### config.mk
export PLATFORM = sky130hd
export DESIGN_NAME = spi_queue_dev_flat
export DESIGN_NICKNAME = d
export VERILOG_FILES = /design/src/rtl/spi_queue_pkg.sv /design/src/rtl/spi_link_if.sv /design/src/rtl/spi_queue_dev.sv /design/src/flat_wrapper.sv
export SDC_FILE = /design/constraint.sdc
export NUM_CORES = 1
export LEC_CHECK = 0
export BUFFER_PORTS_ARGS = -buffer_cell sky130_fd_sc_hd__buf_4
export CAP_MARGIN = 20
export CORE_MARGIN = 2
export CORE_UTILIZATION = 55
export DETAILED_ROUTE_END_ITERATION = 16
export GPL_TIMING_DRIVEN = 0
export PLACE_DENSITY = 0.75
export SYNTH_ARGS = -nofsm -noshare
export SYNTH_HDL_FRONTEND = slang
export SYNTH_SLANG_ARGS = --single-unit
export TNS_END_PERCENT = 20
### constraint.sdc
create_clock -name clk_i -period 4.8 [get_ports clk_i]
set_input_delay 0.48 -clock clk_i [delete_from_list [all_inputs] [get_ports clk_i]]
set_output_delay 0.48 -clock clk_i [all_outputs]
set_load 0.1 [all_outputs]
### src/rtl/spi_queue_pkg.sv
package spi_queue_pkg;
  localparam int          BITS_PER_FRAME = 8;
  localparam logic [2:0]  LAST_BIT       = 3'h7;
  localparam logic [2:0]  OVF_STROBE_BIT = 3'h6;
  localparam logic [1:0]  REG_STATUS     = 2'h0;
  localparam logic [1:0]  REG_CONTROL    = 2'h1;
  localparam logic [1:0]  REG_DATA       = 2'h2;
  localparam int          CTL_IF_EN      = 0;
  localparam int          CTL_MASTER     = 1;
  localparam int          CTL_CPHA       = 2;
  localparam int          CTL_CPOL       = 3;
  localparam int          CTL_DMA_SEL    = 4;
  localparam int          ST_MODE_FAULT_FLAG_EN     = 0;
  localparam int          ST_ERR_IE      = 1;
  localparam int          ST_RX_FULL     = 4;
  localparam int          ST_OVERFLOW    = 5;
  localparam int          ST_MODE_FAULT  = 6;
  localparam int          ST_TX_EMPTY    = 7;
  localparam logic [7:0]  CTL_RESET      = 8'h00;
  localparam logic [7:0]  ST_RESET       = 8'h80;
  localparam int          HALF_BIT_CYC   = 4;
endpackage

### src/rtl/spi_link_if.sv
`timescale 1ns/10ps
`default_nettype none
interface spi_link_if;
  logic sck_o;
  logic sck_oe_n;
  logic sck_i;
  logic mosi_o;
  logic mosi_oe_n;
  logic mosi_i;
  logic miso_o;
  logic miso_oe_n;
  logic miso_i;
  logic ss_n;
  modport dev (
    output sck_o, sck_oe_n, mosi_o, mosi_oe_n, miso_o, miso_oe_n,
    input  sck_i, mosi_i, miso_i, ss_n
  );
  modport far (
    input  sck_o, sck_oe_n, mosi_o, mosi_oe_n, miso_o, miso_oe_n,
    output sck_i, mosi_i, miso_i, ss_n
  );
endinterface
`default_nettype wire

### src/rtl/spi_queue_dev.sv
`timescale 1ns/10ps
`default_nettype none
module spi_queue_dev
  import spi_queue_pkg::*;
#(
  parameter int HALF_CYC = HALF_BIT_CYC
) (
  input  wire logic        clk_i,
  input  wire logic        rst_i,
  input  wire logic [1:0]  wb_adr_i,
  input  wire logic [7:0]  wb_dat_i,
  output logic      [7:0]  wb_dat_o,
  input  wire logic        wb_we_i,
  input  wire logic        wb_sel_i,
  input  wire logic        wb_cyc_i,
  input  wire logic        wb_stb_i,
  output logic             wb_ack_o,
  output logic             err_irq_o,
  output logic             rx_irq_o,
  output logic             pins_owned_o,
  spi_link_if.dev          link
);
  import spi_queue_pkg::*;

  typedef enum logic {IDLE, SHIFT} phase_t;
  typedef struct packed {
    logic [2:0] sck_s, ss_s;
    logic [1:0] mi_s, mo_s;
    logic [7:0] ctl, st, txbuf, shreg, rxreg;
    logic [2:0] cnt;
    logic       edge2;
    logic       last_sck;
    logic [7:0] div;
    phase_t     ph;
    logic       sck_out;
    logic       st_seen_ovf, st_seen_mode_fault_flag;
    logic       ack;
    logic [7:0] rdat;
  } state_t;

  state_t q, d;
  logic en, mst, cpha, cpol, access, ss_low, sck_now, sck_prev;
  logic lead, trail, samp, shft, done, mode_fault_flag_cond;
  logic [7:0] rx_word;

  always_comb begin
    d      = q;
    en     = q.ctl[CTL_IF_EN];
    mst    = q.ctl[CTL_MASTER] & en;
    cpha   = q.ctl[CTL_CPHA];
    cpol   = q.ctl[CTL_CPOL];
    access = wb_cyc_i & wb_stb_i & ~q.ack;
    d.ack  = access;
    d.sck_s = {q.sck_s[1:0], link.sck_i};
    d.ss_s  = {q.ss_s[1:0], link.ss_n};
    d.mi_s  = {q.mi_s[0], link.miso_i};
    d.mo_s  = {q.mo_s[0], link.mosi_i};
    ss_low   = ~q.ss_s[1];
    sck_now  = q.sck_s[1] ^ cpol;
    sck_prev = q.sck_s[2] ^ cpol;
    samp = 1'b0;
    shft = 1'b0;
    done = 1'b0;
    mode_fault_flag_cond = 1'b0;
    lead = 1'b0;
    trail = 1'b0;
    rx_word = q.shreg;
    // ------------------------------------------------------------
    // serial engine
    // ------------------------------------------------------------
    if (mst) begin
      if (q.ph == IDLE) begin
        if (!q.st[ST_TX_EMPTY]) begin
          d.shreg = q.txbuf;
          d.st[ST_TX_EMPTY] = 1'b1;
          d.ph = SHIFT;
          d.cnt = '0;
          d.div = '0;
          d.edge2 = 1'b0;
          d.sck_out = 1'b0;
        end
      end else if (q.div == 8'(HALF_CYC - 1)) begin
        d.div = '0;
        d.sck_out = ~q.sck_out;
        lead = ~q.sck_out;
        samp = lead ^ cpha;
        // phase 1: the first leading edge only starts the frame
        shft = (~lead ^ cpha) & ~(cpha & lead & (q.cnt == '0));
        if (!lead && q.cnt == LAST_BIT)
          done = 1'b1;
        else if (!lead)
          d.cnt = q.cnt + 3'h1;
      end else
        d.div = q.div + 8'h01;
      if (q.ss_s[2] & ~q.ss_s[1])
        mode_fault_flag_cond = 1'b1;
    end else if (en) begin
      lead  = sck_now & ~sck_prev;
      trail = ~sck_now & sck_prev;
      if (q.ss_s[1]) begin
        // deselected: clock edges ignored, transfer dropped
        if (q.ph == SHIFT)
          mode_fault_flag_cond = 1'b1;
        d.ph = IDLE;
        if (!q.st[ST_TX_EMPTY]) begin
          d.shreg = q.txbuf;
          d.st[ST_TX_EMPTY] = 1'b1;
        end
      end else if (q.ph == IDLE) begin
        // phase 0 starts only on the select edge, else a finished
        // frame would restart at once while select is still low
        if ((!cpha && q.ss_s[2]) || (cpha && lead)) begin
          d.ph = SHIFT;
          d.cnt = '0;
          if (!q.st[ST_TX_EMPTY]) begin
            d.shreg = q.txbuf;
            d.st[ST_TX_EMPTY] = 1'b1;
          end
          samp = ~cpha & lead;
        end else if (!q.st[ST_TX_EMPTY]) begin
          d.shreg = q.txbuf;
          d.st[ST_TX_EMPTY] = 1'b1;
        end
      end else begin
        // a busy slave leaves the queued byte in txbuf
        samp = cpha ? trail : lead;
        shft = cpha ? lead : trail;
        if (trail && q.cnt == LAST_BIT)
          done = 1'b1; // clock back at idle after last bit
        else if (trail)
          d.cnt = q.cnt + 3'h1;
      end
    end
    if (samp) begin
      d.last_sck = mst ? q.mi_s[1] : q.mo_s[1];
      if (q.cnt == OVF_STROBE_BIT && q.st[ST_RX_FULL])
        d.st[ST_OVERFLOW] = 1'b1;
    end
    if (shft)
      d.shreg = {q.shreg[6:0], q.last_sck};
    if (done) begin
      d.ph = IDLE;
      // the last edge either shifted or sampled; take the word as it
      // stands after that edge
      rx_word = shft ? d.shreg : {q.shreg[6:0], d.last_sck};
      d.shreg = rx_word; // received byte goes out next if no write
      if (!q.st[ST_OVERFLOW] && !d.st[ST_OVERFLOW]) begin
        d.rxreg = rx_word;
        d.st[ST_RX_FULL] = 1'b1;
      end
    end
    // ------------------------------------------------------------
    // mode fault
    // ------------------------------------------------------------
    if (mode_fault_flag_cond && q.st[ST_MODE_FAULT_FLAG_EN]) begin
      d.st[ST_MODE_FAULT] = 1'b1;
      if (mst) begin
        d.ctl[CTL_IF_EN] = 1'b0;
        d.st[ST_TX_EMPTY] = 1'b1;
        d.cnt = '0;
        d.ph = IDLE;
      end
    end
    if (!en) begin
      d.ph = IDLE;
      d.cnt = '0;
      d.shreg = '0;
      d.st[ST_TX_EMPTY] = 1'b1;
    end
    // ------------------------------------------------------------
    // register access, single-cycle ack
    // ------------------------------------------------------------
    if (access) begin
      unique case (wb_adr_i)
        REG_STATUS: begin
          d.rdat = q.st;
          if (!wb_we_i) begin
            d.st_seen_ovf  = q.st[ST_OVERFLOW];
            d.st_seen_mode_fault_flag = q.st[ST_MODE_FAULT];
          end else if (wb_sel_i) begin
            d.st[ST_MODE_FAULT_FLAG_EN] = wb_dat_i[ST_MODE_FAULT_FLAG_EN];
            d.st[ST_ERR_IE]  = wb_dat_i[ST_ERR_IE];
          end
        end
        REG_CONTROL: begin
          d.rdat = q.ctl;
          if (wb_we_i && wb_sel_i) begin
            d.ctl = wb_dat_i;
            if (q.st_seen_mode_fault_flag && !mode_fault_flag_cond)
              d.st[ST_MODE_FAULT] = 1'b0;
            d.st_seen_mode_fault_flag = 1'b0;
          end
        end
        REG_DATA: begin
          d.rdat = q.rxreg;
          if (wb_we_i && wb_sel_i) begin
            d.txbuf = wb_dat_i;
            d.st[ST_TX_EMPTY] = 1'b0;
          end else if (!wb_we_i) begin
            if (!d.st[ST_OVERFLOW] || q.st_seen_ovf) begin
              d.st[ST_RX_FULL] = done & ~q.st[ST_OVERFLOW];
            end
            if (q.st_seen_ovf && !(samp && d.st[ST_OVERFLOW] &&
                !q.st[ST_OVERFLOW]))
              d.st[ST_OVERFLOW] = 1'b0;
            d.st_seen_ovf = 1'b0;
          end
        end
        default: d.rdat = 8'h00;
      endcase
    end
  end

  always_ff @(posedge clk_i) begin
    if (rst_i) begin
      q <= '0;
      q.ctl <= CTL_RESET;
      q.st <= ST_RESET;
      q.sck_s <= 3'h7;
      q.ss_s <= 3'h7;
    end else
      q <= d;
  end

  assign wb_ack_o     = q.ack;
  assign wb_dat_o     = q.rdat;
  assign rx_irq_o     = q.st[ST_RX_FULL] & ~q.ctl[CTL_DMA_SEL];
  assign err_irq_o    = q.st[ST_ERR_IE] &
                        (q.st[ST_OVERFLOW] | q.st[ST_MODE_FAULT]);
  assign pins_owned_o = q.ctl[CTL_IF_EN];
  assign link.sck_o     = q.sck_out ^ q.ctl[CTL_CPOL];
  assign link.sck_oe_n  = ~(q.ctl[CTL_IF_EN] & q.ctl[CTL_MASTER]);
  assign link.mosi_o    = q.shreg[7];
  assign link.mosi_oe_n = ~(q.ctl[CTL_IF_EN] & q.ctl[CTL_MASTER]);
  assign link.miso_o    = q.shreg[7];
  assign link.miso_oe_n = ~(q.ctl[CTL_IF_EN] & ~q.ctl[CTL_MASTER] &
                            ~q.ss_s[1]);
  // slave faults above touch only the flag
endmodule
`default_nettype wire

### src/flat_wrapper.sv
// flat-port wrapper written by rule: the top's interface ports become plain ports
module spi_queue_dev_flat import spi_queue_pkg::*;
#(
  parameter int HALF_CYC = HALF_BIT_CYC
)
  (clk_i, rst_i, wb_adr_i, wb_dat_i, wb_dat_o, wb_we_i, wb_sel_i, wb_cyc_i, wb_stb_i, wb_ack_o, err_irq_o, rx_irq_o, pins_owned_o, link_sck_o, link_sck_oe_n, link_mosi_o, link_mosi_oe_n, link_miso_o, link_miso_oe_n, link_sck_i, link_mosi_i, link_miso_i, link_ss_n);
  spi_link_if link_i ();
  input  wire logic clk_i;
  input  wire logic rst_i;
  input  wire logic [1:0] wb_adr_i;
  input  wire logic [7:0] wb_dat_i;
  output logic      [7:0] wb_dat_o;
  input  wire logic wb_we_i;
  input  wire logic wb_sel_i;
  input  wire logic wb_cyc_i;
  input  wire logic wb_stb_i;
  output logic wb_ack_o;
  output logic err_irq_o;
  output logic rx_irq_o;
  output logic pins_owned_o;
  output wire logic [$bits(link_i.sck_o)-1:0] link_sck_o;
  output wire logic [$bits(link_i.sck_oe_n)-1:0] link_sck_oe_n;
  output wire logic [$bits(link_i.mosi_o)-1:0] link_mosi_o;
  output wire logic [$bits(link_i.mosi_oe_n)-1:0] link_mosi_oe_n;
  output wire logic [$bits(link_i.miso_o)-1:0] link_miso_o;
  output wire logic [$bits(link_i.miso_oe_n)-1:0] link_miso_oe_n;
  input wire logic [$bits(link_i.sck_i)-1:0] link_sck_i;
  input wire logic [$bits(link_i.mosi_i)-1:0] link_mosi_i;
  input wire logic [$bits(link_i.miso_i)-1:0] link_miso_i;
  input wire logic [$bits(link_i.ss_n)-1:0] link_ss_n;
  assign link_sck_o = link_i.sck_o;
  assign link_sck_oe_n = link_i.sck_oe_n;
  assign link_mosi_o = link_i.mosi_o;
  assign link_mosi_oe_n = link_i.mosi_oe_n;
  assign link_miso_o = link_i.miso_o;
  assign link_miso_oe_n = link_i.miso_oe_n;
  assign link_i.sck_i = link_sck_i;
  assign link_i.mosi_i = link_mosi_i;
  assign link_i.miso_i = link_miso_i;
  assign link_i.ss_n = link_ss_n;
  spi_queue_dev #(.HALF_CYC(HALF_CYC)) u_core (.clk_i(clk_i), .rst_i(rst_i), .wb_adr_i(wb_adr_i), .wb_dat_i(wb_dat_i), .wb_dat_o(wb_dat_o), .wb_we_i(wb_we_i), .wb_sel_i(wb_sel_i), .wb_cyc_i(wb_cyc_i), .wb_stb_i(wb_stb_i), .wb_ack_o(wb_ack_o), .err_irq_o(err_irq_o), .rx_irq_o(rx_irq_o), .pins_owned_o(pins_owned_o), .link(link_i));
endmodule
# --- Word-level counts from Yosys, hierarchy flattened ---
# Index checks and enable logic that the tools add are counted.
word_totals:
  latchBits: 0
  n_memories: 0
  word_cells: 195
  input_bits: 20
  output_inout_bits: 18
  regBits: 73
  rom_bits: 0
  mem_bits_rw: 0
op_classes:
  n_mux: 96
  order_cmp: 0
  shifts: 0
  div_mod_pow: 0
  n_eq_ne: 11
  n_addsub: 2
  n_bitwise: 34
  n_reduce_logical: 32
  n_mul: 0
op_table:
  columns: ["op", "n"]
  rows:
  - ["8-bit 2-to-1 mux", 10]
  - ["1-bit 2-to-1 mux", 61]
  - ["3-bit 2-to-1 mux", 13]
  - ["8-bit case mux with 3 select lines", 1]
  - ["16-bit 2-to-1 mux", 1]
  - ["1-bit bitwise AND", 15]
  - ["1-bit inverter", 13]
  - ["1-bit logical AND", 12]
  - ["10-bit 2-to-1 mux", 1]
  - ["2-bit 2-to-1 mux", 5]
  - ["2-bit != test (second input constant)", 5]
  - ["3-bit AND reduction", 3]
  - ["8-bit by 1-bit adder with 8-bit output (second input constant)", 1]
  - ["8-bit by 2-bit == test with 1-bit output (second input constant)", 1]
  - ["4-bit AND reduction", 2]
  - ["3-bit == test (second input constant)", 2]
  - ["1-bit zero test", 5]
  - ["5-bit 2-to-1 mux", 1]
  - ["5-bit AND reduction", 1]
  - ["1-bit XOR", 5]
  - ["4-bit 2-to-1 mux", 1]
  - ["1-bit case mux with 2 select lines", 2]
  - ["2-bit AND reduction", 2]
  - ["2-bit nonzero test", 2]
  - ["other kinds (9)", 10]

# --- Depth between registers and ports, before layout ---
# Gate-level depths: netlist of run 1.
depth:
  depth_word: 20
  ltp_mapped: 9
  depth_no_buf: 8

# --- Least setup slack after synthesis of run 1 ---
# OpenSTA, ideal clock, no wires.
synth_path:
  kind: "register -> register"
  startpoint: "register u_core.q (netlist bit u_core.pins_owned_o)"
  endpoint: "register u_core.q[26] (netlist name)"
  n_path_buf: 2
  setup_slack_ns: 1.661
  synth_period_minus_slack_ns: 3.139
  t_arrival_ns: 3.008
  t_required_ns: 4.670
  setup_ns: 0.130
  stages_incl_launch_ff: 8
  path_cell_list: "dfxtp_1 > buf_2 > nand2_1 > clkbuf_1 > mux2_2 > or2_1 > mux2i_1 > o32ai_2"
synth_via:
  elab_chain_len: 6
  elab_cells_between_ends: 17
  cone_classes: "13 x mux; 1 x bitwise; 3 x reduce/logical"
synth_rtl:
  columns: ["item", "line", "rtl"]
  rows:
  - ["start, declared", "spi_queue_dev.sv:41", "state_t q, d;"]
  - ["1-bit 2-to-1 mux or 1-bit bitwise AND (tied branches)", "spi_queue_dev.sv:97, spi_queue_dev.sv:49", null]
  - ["1-bit 2-to-1 mux", "spi_queue_dev.sv:71", "if (mst) begin"]
  - ["1-bit 2-to-1 mux", "spi_queue_dev.sv:134", "if (samp) begin"]
  - ["1-bit zero test", "spi_queue_dev.sv:147", "if (!q.st[ST_OVERFLOW] && !d.st[ST_OVERFLOW]) begin"]
  - ["1-bit logical AND", "spi_queue_dev.sv:147", null]
  - ["2-bit AND reduction (no source line)", null, null]
# Several ways; a longest one is shown, not always the timed one.
# A chain may end at the register's enable or synchronous reset.

# --- Final worst setup path of run 1 ---
layout_path:
  startpoint: "register u_core.q (netlist bit u_core.pins_owned_o)"
  endpoint: "output link_sck_oe_n"
layout_via:
  elab_chain_len: 2
layout_rtl:
  columns: ["item", "line", "rtl"]
  rows:
  - ["1-bit bitwise AND", "spi_queue_dev.sv:232", "assign link.sck_oe_n = ~(q.ctl[CTL_IF_EN] & q.ctl[CTL_MASTER]);"]
  - ["1-bit inverter", "spi_queue_dev.sv:232", null]
  - ["end, declared", "flat_wrapper.sv:22", "output wire logic [$bits(link_i.sck_oe_n)-1:0] link_sck_oe_n;"]
# No other way between the ends.

==> results.md, run 1 <==
- Cell area after synthesis: 3600 um^2
- Initial DRC Count: 168
- Global-route wire length before repair: 13.9 mm
- Register clock-pin slew on the reported worst setup and hold paths: 0.08 ns
- Worst path buffer plus inverter count: 4
- Fmax: 0.426 GHz
- Post-CTS setup buffers: 0
- Share of cells above drive strength 1: 0.205
- Startpoint types: flip-flop
- Average routed wire per standard cell: 15.5 um
- CP Cell Sequence: buf_2 > nand2_1 > clkbuf_1 > buf_4 > buf_4
- GRT Resource Usage Total: 0.245
- Static Leak: 1.66 nW
- Worst vdd ir: 0.210 mV
- N_diodes: 0
- Post-synth EDFFs: 0
- Finished Cell Area: 4240 um^2
- Overall Power: 1.38 mW
- Clock sinks: 73
- Vias: 3004
- Die Area: 7200 um^2
- CP most frequent cell: buf_4
- Non-filler cells, final: 531
- Cts repair resizes: 0
- Syn Area/Cell: 8.95 um^2
- Worst slew pin tran: 0.664 ns
- Req. time, crit path: 4.32 ns
- CTS tree: yes
- Async S/R FF share, synth: 0
- Antenna violations before repair: 0
- Root Buffer: clkbuf_8
- Drt pass-1 iters: 5
- Vias in the first global route: 2869
- Crit end category: output pin
- Status: complete, no violations
- H-tree depth: 3
- Placer congestion estimate: 0.866
- Routed WL: 8.22 mm
- Top-level port count: 38
- Largest stage delay, worst path: 0.45 ns
- Placed standard-cell area: 3960 um^2
- Clock insertion delay at the later pin of the skew report: 0.35 ns
- Primary FF master, synth: dfxtp_1
- RSZ-0062 raised after global routing: false
- Relative slew slack: 0.557
- Overflow left after global routing: 0
- Max-capacitance violation count: 0
- CP Max Fanout: 11
- Top post-synthesis cells by area: dfxtp_1, mux2i_1, nor2_1
- Clk buf depth: 2
- Seq/Total Area, Yosys: 0.406
- Die X-Extent: 84.9 um
- Synthesized netlist cell count: 402
- Initial Util: 0.567
- Syn Nets: 429
- Via-per-instance ratio: 5.66
- Core area: 6350 um^2
- Largest net degree at the start of global routing: 14
- Setup violators final: 0
- Yosys warnings: 0
- HPWL after DPL: 5.99 mm
- Distinct cell type count of the synthesized netlist: 56
- Routed Antenna Nets: 0
- PwrDens: 325 nW/um^2
- Setup TNS: 0 ns
- Fin. max-slew vios: 0
- Cell taking the most area after synthesis: dfxtp_1
- Placed instance count: 515
- CP top delay family: buffers and inverters
- Fin nets: 476
- Tmin final: 2.35 ns
- Clock Skews: 0.00491 ns
- Synth top area share: 0.406
- DIE HEIGHT: 84.9 um
- Number of synthesized register bits: 73
- I/O Buffers: 36
- Critical path class: flip-flop to output pin
- Final-layout fill cell count: 531
- Tightest Hold Check Type: input pin to flip-flop
- Area Overhead vs Synth: 17.8%
- Hold Fails Final Rpt: 0
- Hold_buf cts: 0
- Cts bufs inserted: 9
- Final core utilization: 0.668
- Worst path arrival time: 1.87 ns
- Final period util: 0.489
- Worst path slowest cell: clkbuf_1
- DRC Markers: 0
- Rows: 29
## layout make-up
class	instances	area [um^2]	share of cell area
repair buffers	36	270	0.0638
inverters	14	52.6	0.0124
multi-input cells	281	1900	0.448
plain buffers	34	183	0.0431
clock inverters	6	138	0.0325
clock buffers	10	138	0.0325
well taps	77	96.3	0.0227
flip-flops and latches	73	1460	0.345
## sequential cells by signal, indices dropped and copies added, names as in the netlist
name	flops
u_core.link.miso_o	1
u_core.wb_dat_o	8
u_core.wb_ack_o	1
u_core.cpol	1
u_core.cpha	1
u_core.q	54
u_core.d	6
u_core.pins_owned_o	1
## cell usage after synthesis (2+ instances only)
master and count:
inv_1 13, nor3_1 13, nor2_2 2, o21ai_1 9, nor2_1 60, xor2_1 7, buf_2 8, and3b_1 3
or2_2 5, o21ai_0 6, nor2b_1 13, a21oi_1 16, nand2_1 16, xnor2_1 2, and3_1 2, nand2b_1 4
a221oi_1 2, nor3b_1 2, buf_4 12, nand3b_1 3, o221a_2 3, ha_1 7, or2_1 2, nand4_1 3
o32ai_2 2, nand4b_1 7, a211oi_1 12, or4_1 2, dfxtp_1 73, mux2i_1 44, clkbuf_1 13, o21a_1 3
a21oi_2 2, nor3_2 3, nand3_1 7
## through the flow
stage	setup WS (ns)	hold WS (ns)
finish	2.45	0.318
global route	2.31	0.300
CTS	2.45	0.316
detailed placement	2.60	0.396
global placement	2.63	0.393
floorplan	1.66	0.389
## cells in the final DEF, fill, tap and decap left out, types with 3 or more instances in the layout
master	count
buf_4	48
nand3_1	7
bufinv_16	4
buf_2	8
o21ai_1	9
nor2_1	60
xor2_1	7
ha_1	7
inv_1	13
mux2i_1	44
clkbuf_1	13
or2_2	5
nor3_1	13
nor3_2	3
a21oi_1	16
nand2b_1	4
nand4b_1	7
dfxtp_1	73
clkbuf_8	10
o21a_1	3
o21ai_0	6
o221a_2	3
and3b_1	3
a211oi_1	12
nand4_1	3
nor2b_1	13
nand3b_1	3
nand2_1	16
## where the power goes
| part | switching, mW | internal, mW | leakage (nW) |
|---|---|---|---|
| Combinational | 0.0700 | 0.0359 | 0.927 |
| Sequential | 0.00506 | 0.614 | 0.592 |
| Clock | 0.238 | 0.415 | 0.137 |
## layer usage
layer  track usage  share of wire  up-vias
met1         0.336           0.47     1395
li1              -              -     1498
met4        0.0880          0.021        0
met2         0.378           0.45       92
met5             0              0        -
met3        0.0584          0.059       19
## kinds of logic after synthesis
kind of cell | Yosys count | synth area share
AO/OA/AOI/OAI | 68 | 0.132
XOR/XNOR | 9 | 0.0219
adder cells (fa/ha/maj) | 7 | 0.0243
multiplexers | 45 | 0.126
buffers and inverters | 48 | 0.0654
flip-flops | 73 | 0.406
AND/OR/NAND/NOR | 152 | 0.224
## final timing paths
| kind | cells past startpoint | start | slack [ns] | endpoint |
|---|---|---|---|---|
| worst max-delay path | 5 | u_core.pins_owned_o$_SDFF_PP0_ | 2.45 | link_sck_oe_n |
| worst min-delay path | 2 | link_sck_i | 0.32 | u_core.d[74]$_SDFF_PP1_ |
| worst min register to register | 1 | u_core.d[74]$_SDFF_PP1_ | 0.41 | u_core.d[75]$_SDFF_PP1_ |
| worst max register to register | 8 | u_core.q[13]$_SDFFE_PP0P_ | 2.58 | u_core.q[26]$_SDFFE_PP0P_ |
Note: power is estimated with default switching activity, not from simulation.
==> inputs of run 2 (changes only) <==
==> constraint.sdc (replaced) <==
create_clock -name clk_i -period 2.3 [get_ports clk_i]
set_input_delay 0.23 -clock clk_i [delete_from_list [all_inputs] [get_ports clk_i]]
set_output_delay 0.23 -clock clk_i [all_outputs]
set_load 0.1 [all_outputs]
==> run 2 against run 1 <==
  * Critical path depth grew 3
  * Hold slack got worse by 0.25 ns
  * Non-clock buffer count unchanged
  * Clock power is 75% higher
  * Critical path type is now flip-flop to flip-flop
  * Wire length is 0.71% lower
  * First-iteration DRC count rose by 3.0%
  * Final cell count is the same
==> results.md, run 2 (synthesis results as in run 1) <==
- Clk buf depth: 2 (unchanged)
- Combinational power share: 0.083 (+0.006)
- Launching point of the worst reg2reg path: u_core.q[14]$_SDFFE_PP0P_
- Startpoint types: flip-flop
- Hold Fails Final Rpt: 0 (unchanged)
- Leading cell type in the layout, fill and taps excluded: dfxtp_1
- Most frequent cells in the layout: dfxtp_1, nor2_1, buf_4
- DIE HEIGHT: 84.9 um (unchanged)
- Root Buffer: clkbuf_8
- Tmin final: 2.12 ns
- Worst vdd ir: 0.387 mV (+85%)
- Setup TNS: 0 ns (unchanged)
- Max FFs per register: 54 (unchanged)
- Core area: 6350 um^2 (unchanged)
- Clk pwr share: 0.429 (-0.045)
- Worst path arrival time: 2.39 ns (+0.52 ns)
- I/O Buffers: 36 (unchanged)
- Placer congestion estimate: 0.863 (-0.32%)
- PwrDens: 630 nW/um^2 (+94%)
- Clock sinks: 73 (unchanged)
- Fmax: 0.471 GHz
- Static Leak: 1.63 nW (-1.4%)
- Clock insertion delay at the later pin of the skew report: 0.34 ns (about the same)
- Hold Path Origin: link_ss_n
- R2r setup slk: 0.18 ns (-2.40 ns)
- Vias: 2970 (-1.1%)
- Share of cells above drive strength 1: 0.218 (+0.0132)
- Vias in the first global route: 2791 (-2.7%)
- Crit end category: flip-flop
- Die X-Extent: 84.9 um (unchanged)
- Fin. max-slew vios: 0 (unchanged)
- Average routed wire per standard cell: 15.4 um (-0.71%)
- Clock Skews: 0.00688 ns (+0.00197 ns)
- Placed standard-cell area: 3970 um^2 (+0.13%)
- Area Overhead vs Synth: 16.9%
- Drt pass-1 iters: 4 (-1)
- Initial DRC Count: 173 (+3.0%)
- Status: complete, no violations
- HPWL after DPL: 6.05 mm (+1.0%)
- CTS tree: yes
- Routed Antenna Nets: 0 (unchanged)
- Critical path class: flip-flop to flip-flop
- Routed WL: 8.16 mm (-0.71%)
- Relative slew slack: 0.558 (+0.00116)
- Overflow left after global routing: 0 (unchanged)
- Internal power: 2.00 mW (+88%)
- FF-to-FF path depth: 8 (unchanged)
- Fin nets: 476 (unchanged)
- Top Metal Used: met4
- Met3 WL: 471 um (-2.5%)
- Rows: 29 (unchanged)
- N_diodes: 0 (unchanged)
- Cts bufs inserted: 9 (unchanged)
- Sw frac: 0.246 (+0.0184)
- Seq pwr share: 0.487 (+0.038)
- Register clock-pin slew on the reported worst setup and hold paths: 0.08 ns (about the same)
- GRT Resource Usage Total: 0.241 (-0.00373)
- RR Endpoint: u_core.q[26]$_SDFFE_PP0P_
- Global-route wire length before repair: 13.6 mm (-2.2%)
- Met1 Wirelength: 3.83 mm (-0.16%)
- Finished Cell Area: 4210 um^2 (-0.77%)
- Hold EP: u_core.d[71]$_SDFF_PP1_
- Top-level port count: 38 (unchanged)
- CP Max Fanout: 10 (-1)
- Worst slew pin tran: 0.662 ns (-0.00174 ns)
- P_sw: 651 uW (+110%)
- RSZ-0062 raised after global routing: false
- Setup violators final: 0 (unchanged)
- Req. time, crit path: 2.56 ns (-1.76 ns)
- Antenna violations before repair: 0 (unchanged)
- Tightest Hold Check Type: input pin to flip-flop
- Final core utilization: 0.662 (-0.00512)
- Max-capacitance violation count: 0 (unchanged)
- Min Hold Slack: 0.0679 ns (-0.250 ns)
- Hold depth: 2 (unchanged)
- Via-per-instance ratio: 5.59 (-1.1%)
- Post-CTS setup buffers: 0 (unchanged)
- Overall Power: 2.65 mW (+92%)
- Biggest register: u_core.q
- Final period util: 0.922
- H-tree depth: 3 (unchanged)
- DRC Markers: 0 (unchanged)
- Initial Util: 0.567 (unchanged)
- Largest net degree at the start of global routing: 14 (unchanged)
- WL met2: 3.78 mm (+1.3%)
- Die Area: 7200 um^2 (unchanged)
-- run 2: how the worst max path moves through the flow --
stage                                         from                         to  slack (ns)
finish                   u_core.q[14]$_SDFFE_PP0P_  u_core.q[26]$_SDFFE_PP0P_        0.18
global route             u_core.q[14]$_SDFFE_PP0P_  u_core.q[26]$_SDFFE_PP0P_        0.01
CTS                      u_core.q[13]$_SDFFE_PP0P_  u_core.q[26]$_SDFFE_PP0P_        0.13
detailed placement       u_core.q[13]$_SDFFE_PP0P_  u_core.q[26]$_SDFFE_PP0P_        0.14
global placement         u_core.q[13]$_SDFFE_PP0P_  u_core.q[26]$_SDFFE_PP0P_        0.16
floorplan           u_core.pins_owned_o$_SDFF_PP0_    u_core.q[55]$_SDFF_PP0_       0.002
-- run 2: metal layers --
layer,up-vias,GRT usage
met2,73,0.384
met3,6,0.0467
met4,0,0.0736
li1,1495,-
met5,-,0
met1,1396,0.333
-- run 2: worst max-delay path, stage by stage, from the launching register on --
cell	delay, ns
dfxtp_1	0.35
ha_2	0.22
nor4b_4	0.27
nand4_1	0.16
a21boi_2	0.21
nand2b_1	0.07
buf_2	0.18
or4_1	0.49
o32ai_2	0.09
-- run 2: repair_timing --
| action | 4_1_cts | 5_1_grt |
|---|---|---|
| resized for setup | 0 | 4 |
| setup endpoints to repair | 0 | 16 |
| hold buffers | 0 | 0 |
-- run 2: layout make-up --
class / count / area (um^2)
Fill cell: 548 / 2140
Multi-Input combinational cell: 281 / 1910
Sequential cell: 73 / 1470
Timing Repair Buffer: 36 / 270
Buffer: 34 / 184
Clock buffer: 10 / 138
Tap cell: 77 / 96.3
Clock inverter: 6 / 90.1
Inverter: 14 / 52.6
-- run 2: metrics by stage --
stage | setup slack [ns] | std cells
floorplan | 0.00246 | 402
global placement | 0.157 | 515
detailed placement | 0.138 | 515
CTS | 0.128 | 531
global route | 0.0120 | 531
finish | 0.179 | 531
-- run 2: power by group through the flow --
stage | combinational (mW) | sequential [mW] | clock, mW
final | 0.221 | 1.29 | 1.14
after CTS | 0.221 | 1.29 | 1.16
after global placement | 0.218 | 1.32 | 0
after global routing | 0.235 | 1.29 | 1.21
after floorplan | 0.150 | 1.32 | 0
after detailed placement | 0.221 | 1.32 | 0
==> inputs of run 3 (changes only) <==
==> constraint.sdc (replaced) <==
create_clock -name clk_i -period 2 [get_ports clk_i]
set_input_delay 0.2 -clock clk_i [delete_from_list [all_inputs] [get_ports clk_i]]
set_output_delay 0.2 -clock clk_i [all_outputs]
set_load 0.1 [all_outputs]
==> run 3 against run 2 <==
  * Setup slack got worse by 0.18 ns
  * Flip-flop and latch count unchanged
  * Global-route usage increased by 0.62 points
  * Core utilization increased by 2.9 points
  * First-iteration DRC count increased by 5.8%
  * Clock skew increased by 0.0026 ns
  * Via count increased by 2.9%
  * Critical endpoint unchanged
  * Largest cell class unchanged
  * Largest power group unchanged
==> results.md, run 3 (synthesis results as in run 1) <==
- Status: complete, no violations
- CP Max Fanout: 8 (-2)
- Critical path class: flip-flop to flip-flop
- Hold Fails Final Rpt: 0 (unchanged)
- FF-to-FF path depth: 7 (-1)
- GRT Resource Usage Total: 0.247 (+0.00619)
- Via-per-instance ratio: 5.68 (+1.6%)
- Final core utilization: 0.691 (+0.0288)
- Worst slew pin tran: 0.626 ns (-0.0364 ns)
- Placer congestion estimate: 0.851 (-1.4%)
- Clk buf depth: 2 (unchanged)
- Overflow left after global routing: 0 (unchanged)
- Crit end category: flip-flop
- Cts bufs inserted: 9 (unchanged)
- Vias in the first global route: 2975 (+6.6%)
- Initial Util: 0.567 (unchanged)
- Fin nets: 483 (+1.5%)
- DIE HEIGHT: 84.9 um (unchanged)
- Pre-CTS setup slack: -0.258 ns (-0.396 ns)
- Fmax: 0.500 GHz (+6.1%)
- Setup TNS: 0 ns (unchanged)
- Hold depth: 2 (unchanged)
- Area Overhead vs Synth: 22.0%
- Max FFs per register: 54 (unchanged)
- H-tree depth: 3 (unchanged)
- HPWL after DPL: 6.09 mm (+0.64%)
- Average routed wire per standard cell: 15.7 um (+2.1%)
- Overall Power: 3.02 mW (+14%)
- Static Leak: 1.69 nW (+3.6%)
- Die X-Extent: 84.9 um (unchanged)
- Tightest Hold Check Type: input pin to flip-flop
- Routed WL: 8.45 mm (+3.5%)
- Final-layout fill cell count: 525 (-4.2%)
- Routed Antenna Nets: 0 (unchanged)
- PwrDens: 687 nW/um^2 (+9.0%)
- Worst path arrival time: 2.26 ns (-0.13 ns)
- Tmin final: 2.00 ns (-0.122 ns)
- Clock Skews: 0.00952 ns (+0.00263 ns)
- Fin. max-slew vios: 0 (unchanged)
- Clock insertion delay at the later pin of the skew report: 0.35 ns (about the same)
- Max-capacitance violation count: 0 (unchanged)
- Final worst setup slack: 0.000984 ns (-0.178 ns)
- Clock sinks: 73 (unchanged)
- Most frequent cells in the layout: dfxtp_1, nor2_1, buf_4
- Initial DRC Count: 183 (+5.8%)
- Core area: 6350 um^2 (unchanged)
- Share of cells above drive strength 1: 0.254 (+0.0357)
- Global-route wire length before repair: 14.1 mm (+3.5%)
- N_diodes: 0 (unchanged)
- Vias: 3056 (+2.9%)
- I/O Buffers: 36 (unchanged)
- Drt pass-1 iters: 4 (unchanged)
- Req. time, crit path: 2.26 ns (-0.30 ns)
- Setup violators final: 0 (unchanged)
- CTS tree: yes
- Antenna violations before repair: 0 (unchanged)
- Final period util: 1.00 (+0.0772)
- Top-level port count: 38 (unchanged)
- Register clock-pin slew on the reported worst setup and hold paths: 0.08 ns (about the same)
- Die Area: 7200 um^2 (unchanged)
- Relative slew slack: 0.583 (+0.0247)
- Largest net degree at the start of global routing: 14 (unchanged)
- Root Buffer: clkbuf_8
- Biggest register: u_core.q
- RSZ-0062 raised after global routing: true
- DRC Markers: 0 (unchanged)
- Worst vdd ir: 0.464 mV (+20%)
- Startpoint types: flip-flop
- Leading cell type in the layout, fill and taps excluded: dfxtp_1
- Rows: 29 (unchanged)
[run 3: final timing paths]
check	from	to	slack, ns
max	u_core.cpol$_SDFFE_PP0P_	u_core.q[26]$_SDFFE_PP0P_	0.001
min	link_sck_i	u_core.d[74]$_SDFF_PP1_	0.04
max reg2reg	u_core.cpol$_SDFFE_PP0P_	u_core.q[26]$_SDFFE_PP0P_	0.001
min reg2reg	u_core.d[74]$_SDFF_PP1_	u_core.d[75]$_SDFF_PP1_	0.41
[run 3: what timing repair did]
item | CTS | global route
hold buffers | 0 | 0
setup buffers | 3 | 5
hold endpoints to repair | 0 | 0
pin swaps | 4 | 4
gates resized for setup | 13 | 11
endpoints found under the setup margin | 20 | 18
gates cloned | 0 | 0
[run 3: final cells by class]
| class | instances | area, um^2 | area share |
|---|---|---|---|
| inverters | 14 | 66.3 | 0.0151 |
| clock inverters | 6 | 90.1 | 0.0205 |
| clock buffers | 10 | 128 | 0.0291 |
| repair buffers | 44 | 330 | 0.0753 |
| plain buffers | 33 | 208 | 0.0473 |
| multi-input cells | 281 | 2000 | 0.455 |
| well taps | 77 | 96.3 | 0.0219 |
| flip-flops and latches | 73 | 1480 | 0.336 |
[run 3: layer usage]
layer  routed length, um  part of all wire  track usage
met1                3880              0.46        0.330
met2                3900              0.46        0.391
met3                 461             0.055       0.0457
met4                 212             0.025        0.111
met5                   0                 0            0
[run 3: per-stage QoR]
step                      hold WS [ns]  instance area (um^2)  cells
after floorplan                  0.304                  3660    402
after global placement           0.384                  4030    515
after detailed placement         0.390                  4030    515
after CTS                       0.0313                  4310    534
after global routing            0.0275                  4390    538
final                           0.0363                  4390    538
[run 3: critical path, stage by stage (launching register included)]
cell,delay (ns)
dfxtp_1,0.31
buf_2,0.24
xnor2_2,0.16
mux2i_1,0.22
o22ai_1,0.17
nor2b_1,0.19
or4_4,0.52
o32ai_2,0.09
[run 3: power breakdown]
part / internal [mW] / switching, mW / total, mW
Sequential: 1.47 / 0.0135 / 1.48
Clock: 0.707 / 0.569 / 1.28
Combinational: 0.0867 / 0.169 / 0.255
Total: 2.26 / 0.751 / 3.02
